==> src/design/pnsc_pkg.sv <==
// Functional notes
// - Expansion status bits 15 to 5 always read as zero.
// - Expansion bit 4 shows one when a multiple link fault occurred.
// - Expansion bit 3 shows whether the partner supports next pages.
// - Expansion bit 2 shows whether local node can send next pages; not reset, follows its input.
// - Page-received bit 1 sets on new page, clears on partner ability read.
// - Expansion bit 0 shows one when partner supports auto-negotiation.
// - Disconnect counter counts disconnect events and clears when read.
// - Disconnect counter wraps from all ones to zero.
// - False-carrier counter counts events, starts zero, clears on read.
// - Test bit 7 puts negotiation into loopback; resets zero.
// - Test bit 3 makes first LED show link pulses.
// - Test bits 2,1,0 record ability-detect, parallel-fault, link-check states.
// - Receive counter counts valid packets, starts zero, clears on read.
// - Write-only config bit 15 shortens negotiation timers.
// - Config bit 9 is active-low link disable; resets one.
// - Config bit 8 enables heartbeat, resets one, only at 10 Mb/s.
// - Config bit 7 enables jabber detection; resets one.
// - Config bit 6 low forces good 100 Mb/s link; resets one.
// - Config bit 5 bypasses disconnect detection; resets zero.
// - Config bit 3 reads one for connected link, zero otherwise.
// - Config bit 2 makes second LED show connection status.
// - Partner ability register is read-only at index 0068h.
package pnsc_pkg;
  localparam int PNSC_AW = 12;
  localparam int PNSC_RW = 16;
  // printed offsets are register indices; byte address is four times that
  localparam logic [PNSC_AW-1:0] PNSC_IDX_PARTNER = 12'h068;
  localparam logic [PNSC_AW-1:0] PNSC_IDX_EXP = 12'h06A;
  localparam logic [PNSC_AW-1:0] PNSC_IDX_DISC = 12'h06C;
  localparam logic [PNSC_AW-1:0] PNSC_IDX_FCAR = 12'h06E;
  localparam logic [PNSC_AW-1:0] PNSC_IDX_TEST = 12'h070;
  localparam logic [PNSC_AW-1:0] PNSC_IDX_RXPK = 12'h072;
  localparam logic [PNSC_AW-1:0] PNSC_IDX_CFG = 12'h074;
  localparam logic [PNSC_AW-1:0] PNSC_ADR_PARTNER = PNSC_IDX_PARTNER << 2;
  localparam logic [PNSC_AW-1:0] PNSC_ADR_EXP = PNSC_IDX_EXP << 2;
  localparam logic [PNSC_AW-1:0] PNSC_ADR_DISC = PNSC_IDX_DISC << 2;
  localparam logic [PNSC_AW-1:0] PNSC_ADR_FCAR = PNSC_IDX_FCAR << 2;
  localparam logic [PNSC_AW-1:0] PNSC_ADR_TEST = PNSC_IDX_TEST << 2;
  localparam logic [PNSC_AW-1:0] PNSC_ADR_RXPK = PNSC_IDX_RXPK << 2;
  localparam logic [PNSC_AW-1:0] PNSC_ADR_CFG = PNSC_IDX_CFG << 2;
  // expansion field positions
  localparam int PNSC_EXP_MFLT = 4;
  localparam int PNSC_EXP_PNP = 3;
  localparam int PNSC_EXP_LNP = 2;
  localparam int PNSC_EXP_PRX = 1;
  localparam int PNSC_EXP_PAN = 0;
  // test field positions
  localparam int PNSC_TST_LPBK = 7;
  localparam int PNSC_TST_LEDP = 3;
  localparam int PNSC_TST_ABD = 2;
  localparam int PNSC_TST_PDF = 1;
  localparam int PNSC_TST_LSC = 0;
  localparam logic [15:0] PNSC_TST_WMASK = 16'h0088;
  localparam logic [15:0] PNSC_TST_RST = 16'h0000;
  // config field positions
  localparam int PNSC_CFG_TFUN = 15;
  localparam int PNSC_CFG_LDN = 9;
  localparam int PNSC_CFG_HB = 8;
  localparam int PNSC_CFG_JAB = 7;
  localparam int PNSC_CFG_FL100N = 6;
  localparam int PNSC_CFG_FCON = 5;
  localparam int PNSC_CFG_CST = 3;
  localparam int PNSC_CFG_CSTEN = 2;
  localparam int PNSC_CFG_SCR = 0;
  localparam logic [15:0] PNSC_CFG_WMASK = 16'h83E5;
  localparam logic [15:0] PNSC_CFG_RMASK = 16'h03E5;
  localparam logic [15:0] PNSC_CFG_RST = 16'h03C0;
  localparam logic [15:0] PNSC_CNT_RST = 16'h0000;
  localparam logic [1:0] PNSC_RESP_OKAY = 2'b00;
  localparam logic [1:0] PNSC_RESP_SLVERR = 2'b10;
  typedef enum logic [1:0] {
    PNSC_RD_IDLE = 2'b01,
    PNSC_RD_DATA = 2'b10
  } pnsc_rd_e;
endpackage

==> src/design/pnsc_evcnt.sv <==
`timescale 1ns/1ps
module pnsc_evcnt
#(
  parameter int W = 16
)
(
  input wire logic aclk, // system clock
  input wire logic aresetn, // sync reset, active low
  input wire logic event_pulse, // one-cycle count event
  input wire logic read_clear, // software read of this counter
  output logic [W-1:0] count_q // current count
);
  logic [W-1:0] count_d;

  // a read in the same cycle as an event restarts at one so it is not lost
  always_comb
  begin
    count_d = count_q;
    if (read_clear && event_pulse)
      count_d = W'(1);
    else if (read_clear)
      count_d = '0;
    else if (event_pulse)
      count_d = count_q + W'(1); // wraps at all ones
  end

  always_ff @(posedge aclk)
  begin
    if (!aresetn)
      count_q <= '0;
    else
      count_q <= count_d;
  end
endmodule // pnsc_evcnt

==> src/design/pnsc_top.sv <==
// Decided for this implementation: the AXI4-Lite register port.
`timescale 1ns/1ps
module pnsc_top
  import pnsc_pkg::*;
#(
  parameter int CW = 16
)
(
  input wire logic aclk, // 200 MHz system clock
  input wire logic aresetn, // sync reset, active low
  // axi4-lite slave
  input wire logic [pnsc_pkg::PNSC_AW-1:0] s_axi_awaddr, // write address
  input wire logic s_axi_awvalid, // write address valid
  output logic s_axi_awready, // write address ready
  input wire logic [31:0] s_axi_wdata, // write data
  input wire logic [3:0] s_axi_wstrb, // write byte strobes
  input wire logic s_axi_wvalid, // write data valid
  output logic s_axi_wready, // write data ready
  output logic [1:0] s_axi_bresp, // write response
  output logic s_axi_bvalid, // write response valid
  input wire logic s_axi_bready, // write response ready
  input wire logic [pnsc_pkg::PNSC_AW-1:0] s_axi_araddr, // read address
  input wire logic s_axi_arvalid, // read address valid
  output logic s_axi_arready, // read address ready
  output logic [31:0] s_axi_rdata, // read data
  output logic [1:0] s_axi_rresp, // read response
  output logic s_axi_rvalid, // read data valid
  input wire logic s_axi_rready, // read data ready
  // line-side status and events, same clock
  input wire logic [15:0] partner_ability, // partner ability word
  input wire logic page_received_evt, // new link code word page
  input wire logic multiple_fault_flag, // multiple link fault seen
  input wire logic partner_next_page_capable, // partner next page
  input wire logic local_next_page_capable, // local next page
  input wire logic partner_autoneg_capable, // partner negotiates
  input wire logic disconnect_evt, // disconnect event pulse
  input wire logic false_carrier_evt, // false carrier pulse
  input wire logic rx_packet_evt, // valid packet pulse
  input wire logic ability_detect_evt, // in ability detect state
  input wire logic parallel_fault_evt, // in parallel fault state
  input wire logic link_check_evt, // in link status check state
  input wire logic link_connected, // connected link detected
  input wire logic link_pulse, // link pulse seen
  input wire logic speed_is_10, // link runs at 10 Mb/s
  input wire logic first_led_activity, // normal first led source
  input wire logic second_led_activity, // normal second led source
  // controls toward the line logic
  output logic negotiation_loopback, // loopback mode
  output logic timer_speedup, // shortened timers
  output logic link_disable_n, // link disable, active low
  output logic heartbeat_active, // heartbeat applied
  output logic jabber_enable, // jabber detection on
  output logic force_link_100_n, // force good link, active low
  output logic disconnect_bypass, // skip disconnect detection
  output logic scrambler_bypass, // skip scrambler
  output logic first_led_output, // first led drive
  output logic second_led_output // second led drive
);
  import pnsc_pkg::*;

  function automatic logic [15:0] merge_strb(
    input logic [15:0] old_v,
    input logic [31:0] new_v,
    input logic [3:0] strb,
    input logic [15:0] wmask
  );
    logic [15:0] m;
    m = {{8{strb[1]}}, {8{strb[0]}}} & wmask;
    merge_strb = (old_v & ~m) | (new_v[15:0] & m);
  endfunction

  function automatic logic addr_known(input logic [PNSC_AW-1:0] a);
    addr_known = (a == PNSC_ADR_PARTNER) || (a == PNSC_ADR_EXP) ||
      (a == PNSC_ADR_DISC) || (a == PNSC_ADR_FCAR) ||
      (a == PNSC_ADR_TEST) || (a == PNSC_ADR_RXPK) ||
      (a == PNSC_ADR_CFG);
  endfunction

  // write channel holding
  logic aw_held_q;
  logic [PNSC_AW-1:0] awaddr_q;
  logic w_held_q;
  logic [31:0] wdata_q;
  logic [3:0] wstrb_q;
  logic bvalid_q;
  logic [1:0] bresp_q;

  // read channel
  pnsc_rd_e rd_state_q;
  pnsc_rd_e rd_state_d;
  logic [31:0] rdata_q;
  logic [31:0] rdata_d;
  logic [1:0] rresp_q;

  // register state
  logic [15:0] test_q;
  logic [15:0] test_d;
  logic [15:0] cfg_q;
  logic [15:0] cfg_d;
  logic page_rx_q;
  logic [2:0] hist_q;
  logic [CW-1:0] disc_cnt;
  logic [CW-1:0] fcar_cnt;
  logic [CW-1:0] rxpk_cnt;

  // output flops
  logic first_led_q;
  logic second_led_q;
  logic hb_q;

  // handshakes
  wire aw_fire = s_axi_awvalid && s_axi_awready;
  wire w_fire = s_axi_wvalid && s_axi_wready;
  wire ar_fire = s_axi_arvalid && s_axi_arready;
  wire wr_go = aw_held_q && w_held_q && !bvalid_q;
  wire wr_ok = addr_known(awaddr_q);

  assign s_axi_awready = !aw_held_q && !bvalid_q;
  assign s_axi_wready = !w_held_q && !bvalid_q;
  assign s_axi_arready = (rd_state_q == PNSC_RD_IDLE);
  assign s_axi_bvalid = bvalid_q;
  assign s_axi_bresp = bresp_q;
  assign s_axi_rvalid = (rd_state_q == PNSC_RD_DATA);
  assign s_axi_rdata = rdata_q;
  assign s_axi_rresp = rresp_q;

  // write decode
  wire wr_test = wr_go && (awaddr_q == PNSC_ADR_TEST);
  wire wr_cfg = wr_go && (awaddr_q == PNSC_ADR_CFG);

  // read decode; clear-on-read acts when the address is taken
  wire rd_partner = ar_fire && (s_axi_araddr == PNSC_ADR_PARTNER);
  wire rd_exp = ar_fire && (s_axi_araddr == PNSC_ADR_EXP);
  wire rd_disc = ar_fire && (s_axi_araddr == PNSC_ADR_DISC);
  wire rd_fcar = ar_fire && (s_axi_araddr == PNSC_ADR_FCAR);
  wire rd_test = ar_fire && (s_axi_araddr == PNSC_ADR_TEST);
  wire rd_rxpk = ar_fire && (s_axi_araddr == PNSC_ADR_RXPK);
  wire rd_cfg = ar_fire && (s_axi_araddr == PNSC_ADR_CFG);

  // expansion word; upper bits stay zero
  wire [15:0] exp_word = {
    11'h000,
    multiple_fault_flag,
    partner_next_page_capable,
    local_next_page_capable,
    page_rx_q,
    partner_autoneg_capable
  };

  wire [15:0] test_word = {
    8'h00,
    test_q[PNSC_TST_LPBK],
    3'b000,
    test_q[PNSC_TST_LEDP],
    hist_q
  };

  // write-only bit 15 and reserved bits read zero; status in bit 3
  wire [15:0] cfg_word = (cfg_q & PNSC_CFG_RMASK) |
    (16'(link_connected) << PNSC_CFG_CST);

  always_comb
  begin
    rdata_d = 32'h00000000;
    if (rd_partner)
      rdata_d = {16'h0000, partner_ability};
    else if (rd_exp)
      rdata_d = {16'h0000, exp_word};
    else if (rd_disc)
      rdata_d = {16'h0000, 16'(disc_cnt)};
    else if (rd_fcar)
      rdata_d = {16'h0000, 16'(fcar_cnt)};
    else if (rd_test)
      rdata_d = {16'h0000, test_word};
    else if (rd_rxpk)
      rdata_d = {16'h0000, 16'(rxpk_cnt)};
    else if (rd_cfg)
      rdata_d = {16'h0000, cfg_word};
  end

  always_comb
  begin
    rd_state_d = rd_state_q;
    case (rd_state_q)
      PNSC_RD_IDLE:
      begin
        if (s_axi_arvalid)
          rd_state_d = PNSC_RD_DATA;
      end
      PNSC_RD_DATA:
      begin
        if (s_axi_rready)
          rd_state_d = PNSC_RD_IDLE;
      end
      default:
        rd_state_d = PNSC_RD_IDLE;
    endcase
  end

  always_ff @(posedge aclk)
  begin
    if (!aresetn)
    begin
      rd_state_q <= PNSC_RD_IDLE;
      rdata_q <= 32'h00000000;
      rresp_q <= PNSC_RESP_OKAY;
    end
    else
    begin
      rd_state_q <= rd_state_d;
      if (ar_fire)
      begin
        rdata_q <= rdata_d;
        rresp_q <= addr_known(s_axi_araddr) ? PNSC_RESP_OKAY : PNSC_RESP_SLVERR;
      end
    end
  end

  // address and data may arrive in either order; response follows both
  always_ff @(posedge aclk)
  begin
    if (!aresetn)
    begin
      aw_held_q <= 1'b0;
      awaddr_q <= '0;
      w_held_q <= 1'b0;
      wdata_q <= 32'h00000000;
      wstrb_q <= 4'h0;
      bvalid_q <= 1'b0;
      bresp_q <= PNSC_RESP_OKAY;
    end
    else
    begin
      if (aw_fire)
      begin
        aw_held_q <= 1'b1;
        awaddr_q <= s_axi_awaddr;
      end
      if (w_fire)
      begin
        w_held_q <= 1'b1;
        wdata_q <= s_axi_wdata;
        wstrb_q <= s_axi_wstrb;
      end
      if (wr_go)
      begin
        aw_held_q <= 1'b0;
        w_held_q <= 1'b0;
        bvalid_q <= 1'b1;
        bresp_q <= wr_ok ? PNSC_RESP_OKAY : PNSC_RESP_SLVERR;
      end
      else if (bvalid_q && s_axi_bready)
        bvalid_q <= 1'b0;
    end
  end

  // only the writable bits move; read-only and reserved bits are masked
  assign test_d = wr_test ?
    merge_strb(test_q, wdata_q, wstrb_q, PNSC_TST_WMASK) : test_q;
  assign cfg_d = wr_cfg ?
    merge_strb(cfg_q, wdata_q, wstrb_q, PNSC_CFG_WMASK) : cfg_q;

  always_ff @(posedge aclk)
  begin
    if (!aresetn)
    begin
      test_q <= PNSC_TST_RST;
      cfg_q <= PNSC_CFG_RST;
    end
    else
    begin
      test_q <= test_d;
      cfg_q <= cfg_d;
    end
  end

  // a new page in the cycle of the partner read keeps the flag set
  always_ff @(posedge aclk)
  begin
    if (!aresetn)
      page_rx_q <= 1'b0;
    else if (page_received_evt)
      page_rx_q <= 1'b1;
    else if (rd_partner)
      page_rx_q <= 1'b0;
  end

  // history flags are sticky until reset; nothing in software clears them
  always_ff @(posedge aclk)
  begin
    if (!aresetn)
      hist_q <= 3'b000;
    else
    begin
      if (ability_detect_evt)
        hist_q[PNSC_TST_ABD] <= 1'b1;
      if (parallel_fault_evt)
        hist_q[PNSC_TST_PDF] <= 1'b1;
      if (link_check_evt)
        hist_q[PNSC_TST_LSC] <= 1'b1;
    end
  end

  // disconnect events are not counted while detection is bypassed
  wire disc_evt_gated = disconnect_evt && !cfg_q[PNSC_CFG_FCON];

  pnsc_evcnt #(.W(CW)) u_disc_cnt (
    .aclk(aclk),
    .aresetn(aresetn),
    .event_pulse(disc_evt_gated),
    .read_clear(rd_disc),
    .count_q(disc_cnt)
  );

  pnsc_evcnt #(.W(CW)) u_fcar_cnt (
    .aclk(aclk),
    .aresetn(aresetn),
    .event_pulse(false_carrier_evt),
    .read_clear(rd_fcar),
    .count_q(fcar_cnt)
  );

  pnsc_evcnt #(.W(CW)) u_rxpk_cnt (
    .aclk(aclk),
    .aresetn(aresetn),
    .event_pulse(rx_packet_evt),
    .read_clear(rd_rxpk),
    .count_q(rxpk_cnt)
  );

  // led and heartbeat drives are registered to keep the pins glitch free
  always_ff @(posedge aclk)
  begin
    if (!aresetn)
    begin
      first_led_q <= 1'b0;
      second_led_q <= 1'b0;
      hb_q <= 1'b0;
    end
    else
    begin
      first_led_q <= test_q[PNSC_TST_LEDP] ? link_pulse : first_led_activity;
      second_led_q <= cfg_q[PNSC_CFG_CSTEN] ? link_connected : second_led_activity;
      hb_q <= cfg_q[PNSC_CFG_HB] && speed_is_10;
    end
  end

  assign negotiation_loopback = test_q[PNSC_TST_LPBK];
  assign timer_speedup = cfg_q[PNSC_CFG_TFUN];
  assign link_disable_n = cfg_q[PNSC_CFG_LDN];
  assign heartbeat_active = hb_q;
  assign jabber_enable = cfg_q[PNSC_CFG_JAB];
  assign force_link_100_n = cfg_q[PNSC_CFG_FL100N];
  assign disconnect_bypass = cfg_q[PNSC_CFG_FCON];
  assign scrambler_bypass = cfg_q[PNSC_CFG_SCR];
  assign first_led_output = first_led_q;
  assign second_led_output = second_led_q;
endmodule // pnsc_top

==> config.mk <==
export PLATFORM = sky130hd
export DESIGN_NAME = pnsc_top
export DESIGN_NICKNAME = d
export VERILOG_FILES = /design/src/design/pnsc_pkg.sv /design/src/design/pnsc_evcnt.sv /design/src/design/pnsc_top.sv
export SDC_FILE = /design/constraint.sdc
export NUM_CORES = 1
export LEC_CHECK = 0
export BUFFER_PORTS_ARGS = -buffer_cell sky130_fd_sc_hd__buf_4
export CORE_UTILIZATION = 50
export CTS_CLUSTER_DIAMETER = 50
export DETAILED_ROUTE_END_ITERATION = 8
export PLACE_DENSITY_LB_ADDON = 0.08
export SKIP_LAST_GASP = 1
export SLEW_MARGIN = 40
export SYNTH_ARGS = -nofsm -noshare
export SYNTH_HDL_FRONTEND = slang
export SYNTH_SLANG_ARGS = --single-unit
==> constraint.sdc <==
create_clock -name aclk -period 4.1 [get_ports aclk]
set_input_delay 0.41 -clock aclk [delete_from_list [all_inputs] [get_ports aclk]]
set_output_delay 0.41 -clock aclk [all_outputs]
set_load 0.005 [all_outputs]
; Yosys cells after proc, flatten, opt, wreduce, memory -nomap -nowiden
; Index checks and enable logic that the tools add are counted.
; W data, S select, Z words.
[totals]
out_inout_bits = 51
ff_bits = 158
word_cells = 131
[op_classes]
bitwise = 10
addsub = 3
n_reduce_logical = 48
muxes = 27
eq_ne = 18
[op_table]
columns = cell, n
row1 = $eq A12 B9 Y1 const B, 14
row2 = $mux W16, 6
row3 = $add A16 B1 Y16 const B, 3
row4 = $and A16 B16 Y16, 3
row5 = $or A16 B16 Y16, 2
row6 = $logic_and A1 B1 Y1, 22
row7 = $and A16 B8 Y16, 1
row8 = $not A16 Y16, 1
row9 = $not A8 Y16, 1
row10 = $mux W1, 15
row11 = $logic_or A1 B1 Y1, 12
row12 = $mux W10, 1
row13 = $or A10 B4 Y10, 1
row14 = $reduce_bool A3 Y1, 3
row15 = $reduce_or A3 Y1, 3
row16 = $mux W2, 4
row17 = $logic_not A1 Y1, 4
row18 = $pmux W2 S2, 1
row19 = $reduce_bool A2 Y1, 2
row20 = $eq A2 B1 Y1 const B, 1
row21 = $eq A2 B2 Y1 const B, 1
row22 = $ne A2 B1 Y1 const B, 1
row23 = $ne A2 B2 Y1 const B, 1
row24 = $reduce_and A2 Y1, 1
row25 = other kinds (2), 2

; Logic depth before layout (Yosys ltp)
[depth]
ltp_word = 10
ltp_mapped = 7

; By module
; Synthesis repeated with hierarchy kept, for this count alone.
[hier_totals]
cells_unflattened = 684
hier_area_um2 = 5761.8
[by_module_without_submodules]
columns = module, cells_each, area_each_um2, n_inst
row1 = pnsc_top, 438, 3513.4, 1
row2 = pnsc_evcnt, 82, 749.5, 3

; Worst setup path after synthesis
; No wires, ideal clock.
[synth_path]
path_kind = input port to flip-flop
start = in s_axi_araddr[2] in the netlist's numbering
end = reg u_fcar_cnt.count_q[10]
path_stages = 6
t_arrival_ps = 1688
setup_time_ps = 115
setup_slack_ps = 2297
required_ps = 3985
path_cell_list = nor4b_2 nand3_4 or3_4 nand2_4 buf_6 nor2_1
[synth_via]
elab_chain_cells = 4
[synth_rtl]
columns = item, line_no
row1 = from (decl), pnsc_top.sv:22  ; input wire logic [pnsc_pkg::PNSC_AW-1:0] s_axi_araddr,
row2 = $eq A12 B9 Y1 (*), pnsc_top.sv:135  ; wire rd_fcar = ar_fire && (s_axi_araddr == PNSC_ADR_FCAR);
row3 = $logic_and A1 B1 Y1 (*), pnsc_top.sv:135
row4 = $logic_and A1 B1 Y1, pnsc_evcnt.sv:19  ; if (read_clear && event_pulse)
row5 = $reduce_or A3 Y1 (no source line) (*), -
row6 = to (signal assigned), pnsc_evcnt.sv:32  ; count_q <= count_d;
row7 = to (decl), pnsc_evcnt.sv:11  ; output logic [W-1:0] count_q
; Every way passes the cells marked *; elsewhere a longest branch is shown, timed or not.
; A chain may end at the register's enable or synchronous reset.

==> run summary <==
The run finished with clean final reports. The design draws 0.00211 W. The tools report the critical path startpoint as awaddr_q[11]$_SDFFE_PN0P_.

The clock network is responsible for 33.6% of the overall power. The post-CTS setup buffer count is 0, and the setup skew after layout is 0.0120 ns. The final layout contains 853 nets. For this run, the slowest stage of the critical path takes 0.53 ns. The vias after detailed routing is 4906, and the detailed-route wire length is 14200 um. The worst setup path is of the flip-flop to flip-flop kind. The worst setup path is captured at a flip-flop. Post-CTS repair changed the size of 0 cells.

Peak supply drop: 0.330 mV. Share of synthesized area spent on multiplexers: 3.82%. The tree is rooted in a sky130_fd_sc_hd__clkbuf_8. The share of total power dissipated in sequential elements is 54.4%. The post-synthesis compound-gate area fraction came out at 15.3%. The logs give 74 for the pin count of the biggest net entering global routing and 0 for the number of failing setup endpoints in the final timing report. Once layout is complete, the cells apart from fillers number 896. The longest clock path from root to sink contains 2 buffers. In this run the horizontal extent of the chip is 108 um. Buffers inserted to repair hold after CTS numbered 0. In this run the count of I/O pins placed on the die edge is 150. Of all nets on the critical path, the largest fanout is 3. For this design the ratio of total power to cell area is 320 nW/um2. Traced cell by cell, the critical path runs through or4_1 -> nor4_1 -> nand4_1 -> mux2i_1 -> nand2_1. Standard cell with the maximum stage delay on the critical path: sky130_fd_sc_hd__or4_1. Synthesis produced a netlist whose cell count is 662. The arrival time of data at the critical path endpoint is 2.30 ns. The worst setup path is launched from a flip-flop. 0 antenna diodes ended up in the layout. For this design the static power due to leakage is 2.60 nW. The portion of the post-synthesis area used by sequential elements was 39.7%; the maximum frequency from static timing analysis was 492 MHz.

CTS built an H-tree with a depth of 3. Combinational logic burns 12.0% of the power. After legalization and detailed placement, the total HPWL measured 10700 um. The total overflow left after global routing is 0.

The congestion estimate from routability-driven global placement came to 0.891. Counting the buffers created by CTS gives 9. The initial utilization of the core area, before any placement, comes to 51.4%. In this run, synthesis inferred 0 flip-flops with an integrated enable.

Simple logic cell fraction of the synthesized area: 27.8%. Dividing the detail-routed via count by the number of cells gives 5.48. Summed over all nets, the switching power comes to 0.000579 W. The tool flagged a number of max-cap violations equal to 0. The core region is 10900 um2. The count of nets left with antenna violations once routing finished came out at 0. The number of sinks handled by clock tree synthesis was 111. The floorplan step defined a die boundary enclosing 11600 um2. The floorplan has 38 rows. For the total count of max-transition violations in the final report, the log shows 0. The area growth from synthesis to layout is 17.7%.

In this run the tightest slew margin relative to its limit is 52.2%. Total routing resource utilization after global routing: 25.8%. Violation count after the first detailed-route iteration: 310.

The worst register-to-register path begins at awaddr_q[11]$_SDFFE_PN0P_. The tightest min-delay check is of the input port to flip-flop type. Leaving out fill and tap cells, the most frequent cells in the layout are 111 x sky130_fd_sc_hd__dfxtp_1, 109 x sky130_fd_sc_hd__buf_4, 108 x sky130_fd_sc_hd__nand2_1.

The number of global-route vias before repair was 4711. The run gives 7 as the total iterations of the first detailed-routing run. For the final routed database, the setup TNS stands at 0 ns. Counting flops with an async set or reset pin after synthesis yields a share of 0%.

Clock transition time at the flip-flop clock pins of the worst setup and hold paths: 0.11 ns. At the pin with the least slew margin, the transition time is 0.711 ns. The average instance in the mapped netlist occupies 8.46 um2.

After synthesis the cells add up to 5600 um2. For the finished layout, the period the worst path requires is 2.03 ns. Area share of fa/ha/maj cells after synthesis: 0.670%.

At the worst endpoint, the required time is 4.37 ns. The tools report the design internal power as 0.00153 W. In this run the vertical extent of the chip is 108 um. After synthesis the netlist holds a flip-flop and latch count of 111. Measured in cells, the most critical reg-to-reg path has a length of 5. The post-route netlist has 19.0% of its cells at a drive strength greater than 1. The final routed wire length divided by cell count was 15.8 um.

The number of remaining DRC errors came out at 0. The proportion of total power due to net switching came out at 27.4%. The run gives 23300 um as the global-route wire length before repair. The number of antenna violations at the first check in global routing is 0. After Yosys synthesis, XOR and XNOR cells account for 6.57% of the synthesized area. The number of input and output port buffers inserted is 106, and the number of distinct library cells after synthesis is 65. The number of hold violations in the final report came out at 0. TritonCTS built the clock tree. The clock reaches the later pin of the worst-skew pair after 0.40 ns. The part of the cycle the worst path needs was 49.5%; the number of cells after detailed placement was 879. The count of warnings emitted by yosys is 0.

The most used flip-flop cell after synthesis is sky130_fd_sc_hd__dfxtp_1. The most frequent standard cell in the layout excluding fill and tap cells was sky130_fd_sc_hd__dfxtp_1. Setup repair after global routing left no endpoint under its margin. Dominant combinational cell family by area after synthesis: simple AND/OR/NAND/NOR gates.

For flop-to-flop paths, the worst setup slack is 2.07 ns.
-- state kept, by name, summed over array words and instances, names as in the netlist, named ones only --
register / cells
s_axi_bresp: 1
first_led_output: 1
heartbeat_active: 1
page_rx_q: 1
aw_held_q: 1
u_rxpk_cnt.count_q: 16
awaddr_q: 12
wdata_q: 9
u_fcar_cnt.count_q: 16
u_disc_cnt.count_q: 16
hist_q: 3
wstrb_q: 2
rd_state_q: 2
s_axi_rresp: 1
s_axi_rdata: 16
w_held_q: 1
second_led_output: 1
s_axi_bvalid: 1
-- worst min-delay path by stage --
stage	startpoint	end	slack, ns	depth (start not counted)
after floorplan	hist_q[1]$_SDFFE_PN0P_	hist_q[1]$_SDFFE_PN0P_	0.44	1
after global placement	hist_q[0]$_SDFFE_PN0P_	hist_q[0]$_SDFFE_PN0P_	0.45	1
after detailed placement	wdata_q[8]$_SDFFE_PN0P_	flip-flop	0.46	2
after CTS	ability_detect_evt	hist_q[2]$_SDFFE_PN0P_	0.18	2
after global routing	link_check_evt	hist_q[0]$_SDFFE_PN0P_	0.18	2
final	ability_detect_evt	hist_q[2]$_SDFFE_PN0P_	0.20	2
-- per-layer routing --
metal | vias up | wire length (um) | track usage, %
met1 | 2284 | 6250 | 32.7
met5 | - | 0 | 0
met3 | 19 | 881 | 7.38
li1 | 2452 | - | -
met2 | 151 | 6850 | 42.7
met4 | 0 | 194 | 6.65
-- worst max-delay path: cells and delay by family, from the launching register on --
family	cells	cell delay, ns
multiplexers	1	0.23
flip-flops	1	0.34
AND/OR/NAND/NOR	4	1.34
-- power groups by stage --
stage	registers [W]	logic [W]	clock network, W
after CTS	0.00115	0.000252	0.000725
after global routing	0.00115	0.000282	0.000776
final	0.00115	0.000253	0.000710
after floorplan	0.00116	0.000160	0
after global placement	0.00117	0.000247	0
after detailed placement	0.00117	0.000252	0
-- per-stage QoR --
stage	area (um2)	setup WS [ns]	hold slack [ns]	utilization, %
after floorplan	5660	2.30	0.440	-
after global placement	6370	1.36	0.451	58.5
after detailed placement	6370	1.34	0.457	58.5
after CTS	6580	1.78	0.182	60.4
after global routing	6590	1.94	0.176	60.5
final	6590	2.07	0.196	60.5
-- synth_stat cells, drive strengths merged, types with 2 or more instances --
library cell  instances  share of area [%]
o31ai                 2               0.27
xnor2                25                3.9
o22ai                 7               0.78
nand3b                3               0.40
ha                    3               0.67
o211ai               14                1.9
nand3                16                1.7
nor2b                20                2.2
o32ai                 2               0.31
a21boi               26                3.5
and3                 12                1.4
o221ai                2               0.31
nand4b                2               0.31
and2                  7               0.78
or3                   5               0.65
mux2                  3               0.60
a32oi                 2               0.31
mux2i                18                3.2
a21oi                14                1.3
dfxtp               111                 40
xor2                 17                2.7
nand4                23                3.2
inv                  17                1.1
and4                  5               0.78
nor4b                 2               0.69
nand2               109                7.4
nand2b                6               0.67
nor4                  5               0.94
and3b                 2               0.31
o21ai                28                2.5
nor2                 61                4.1
or4b                  2               0.36
a31oi                 4               0.45
buf                  28                3.7
clkbuf               20                1.3
a222oi                4               0.72
nor3                  8               0.92
o21a                 12                1.6
a221oi                3               0.47
-- cell families after synthesis --
logic type / count (synthesis)
AND/OR/NAND/NOR: 294
buffers and inverters: 65
adder cells (fa/ha/maj): 3
AO/OA/AOI/OAI: 125
other: 1
XOR/XNOR: 42
flip-flops: 111
multiplexers: 21
-- final cells by class --
cell class                 count  area, um2
clock inverter                 7       88.8
sequential                   111       2220
multi-input combinational    503       3100
fill                         968       4300
tap                          140        175
inverter                      17       63.8
clock buffer                   9        124
timing repair buffer         109        818
(Power assumes the default switching activity.)
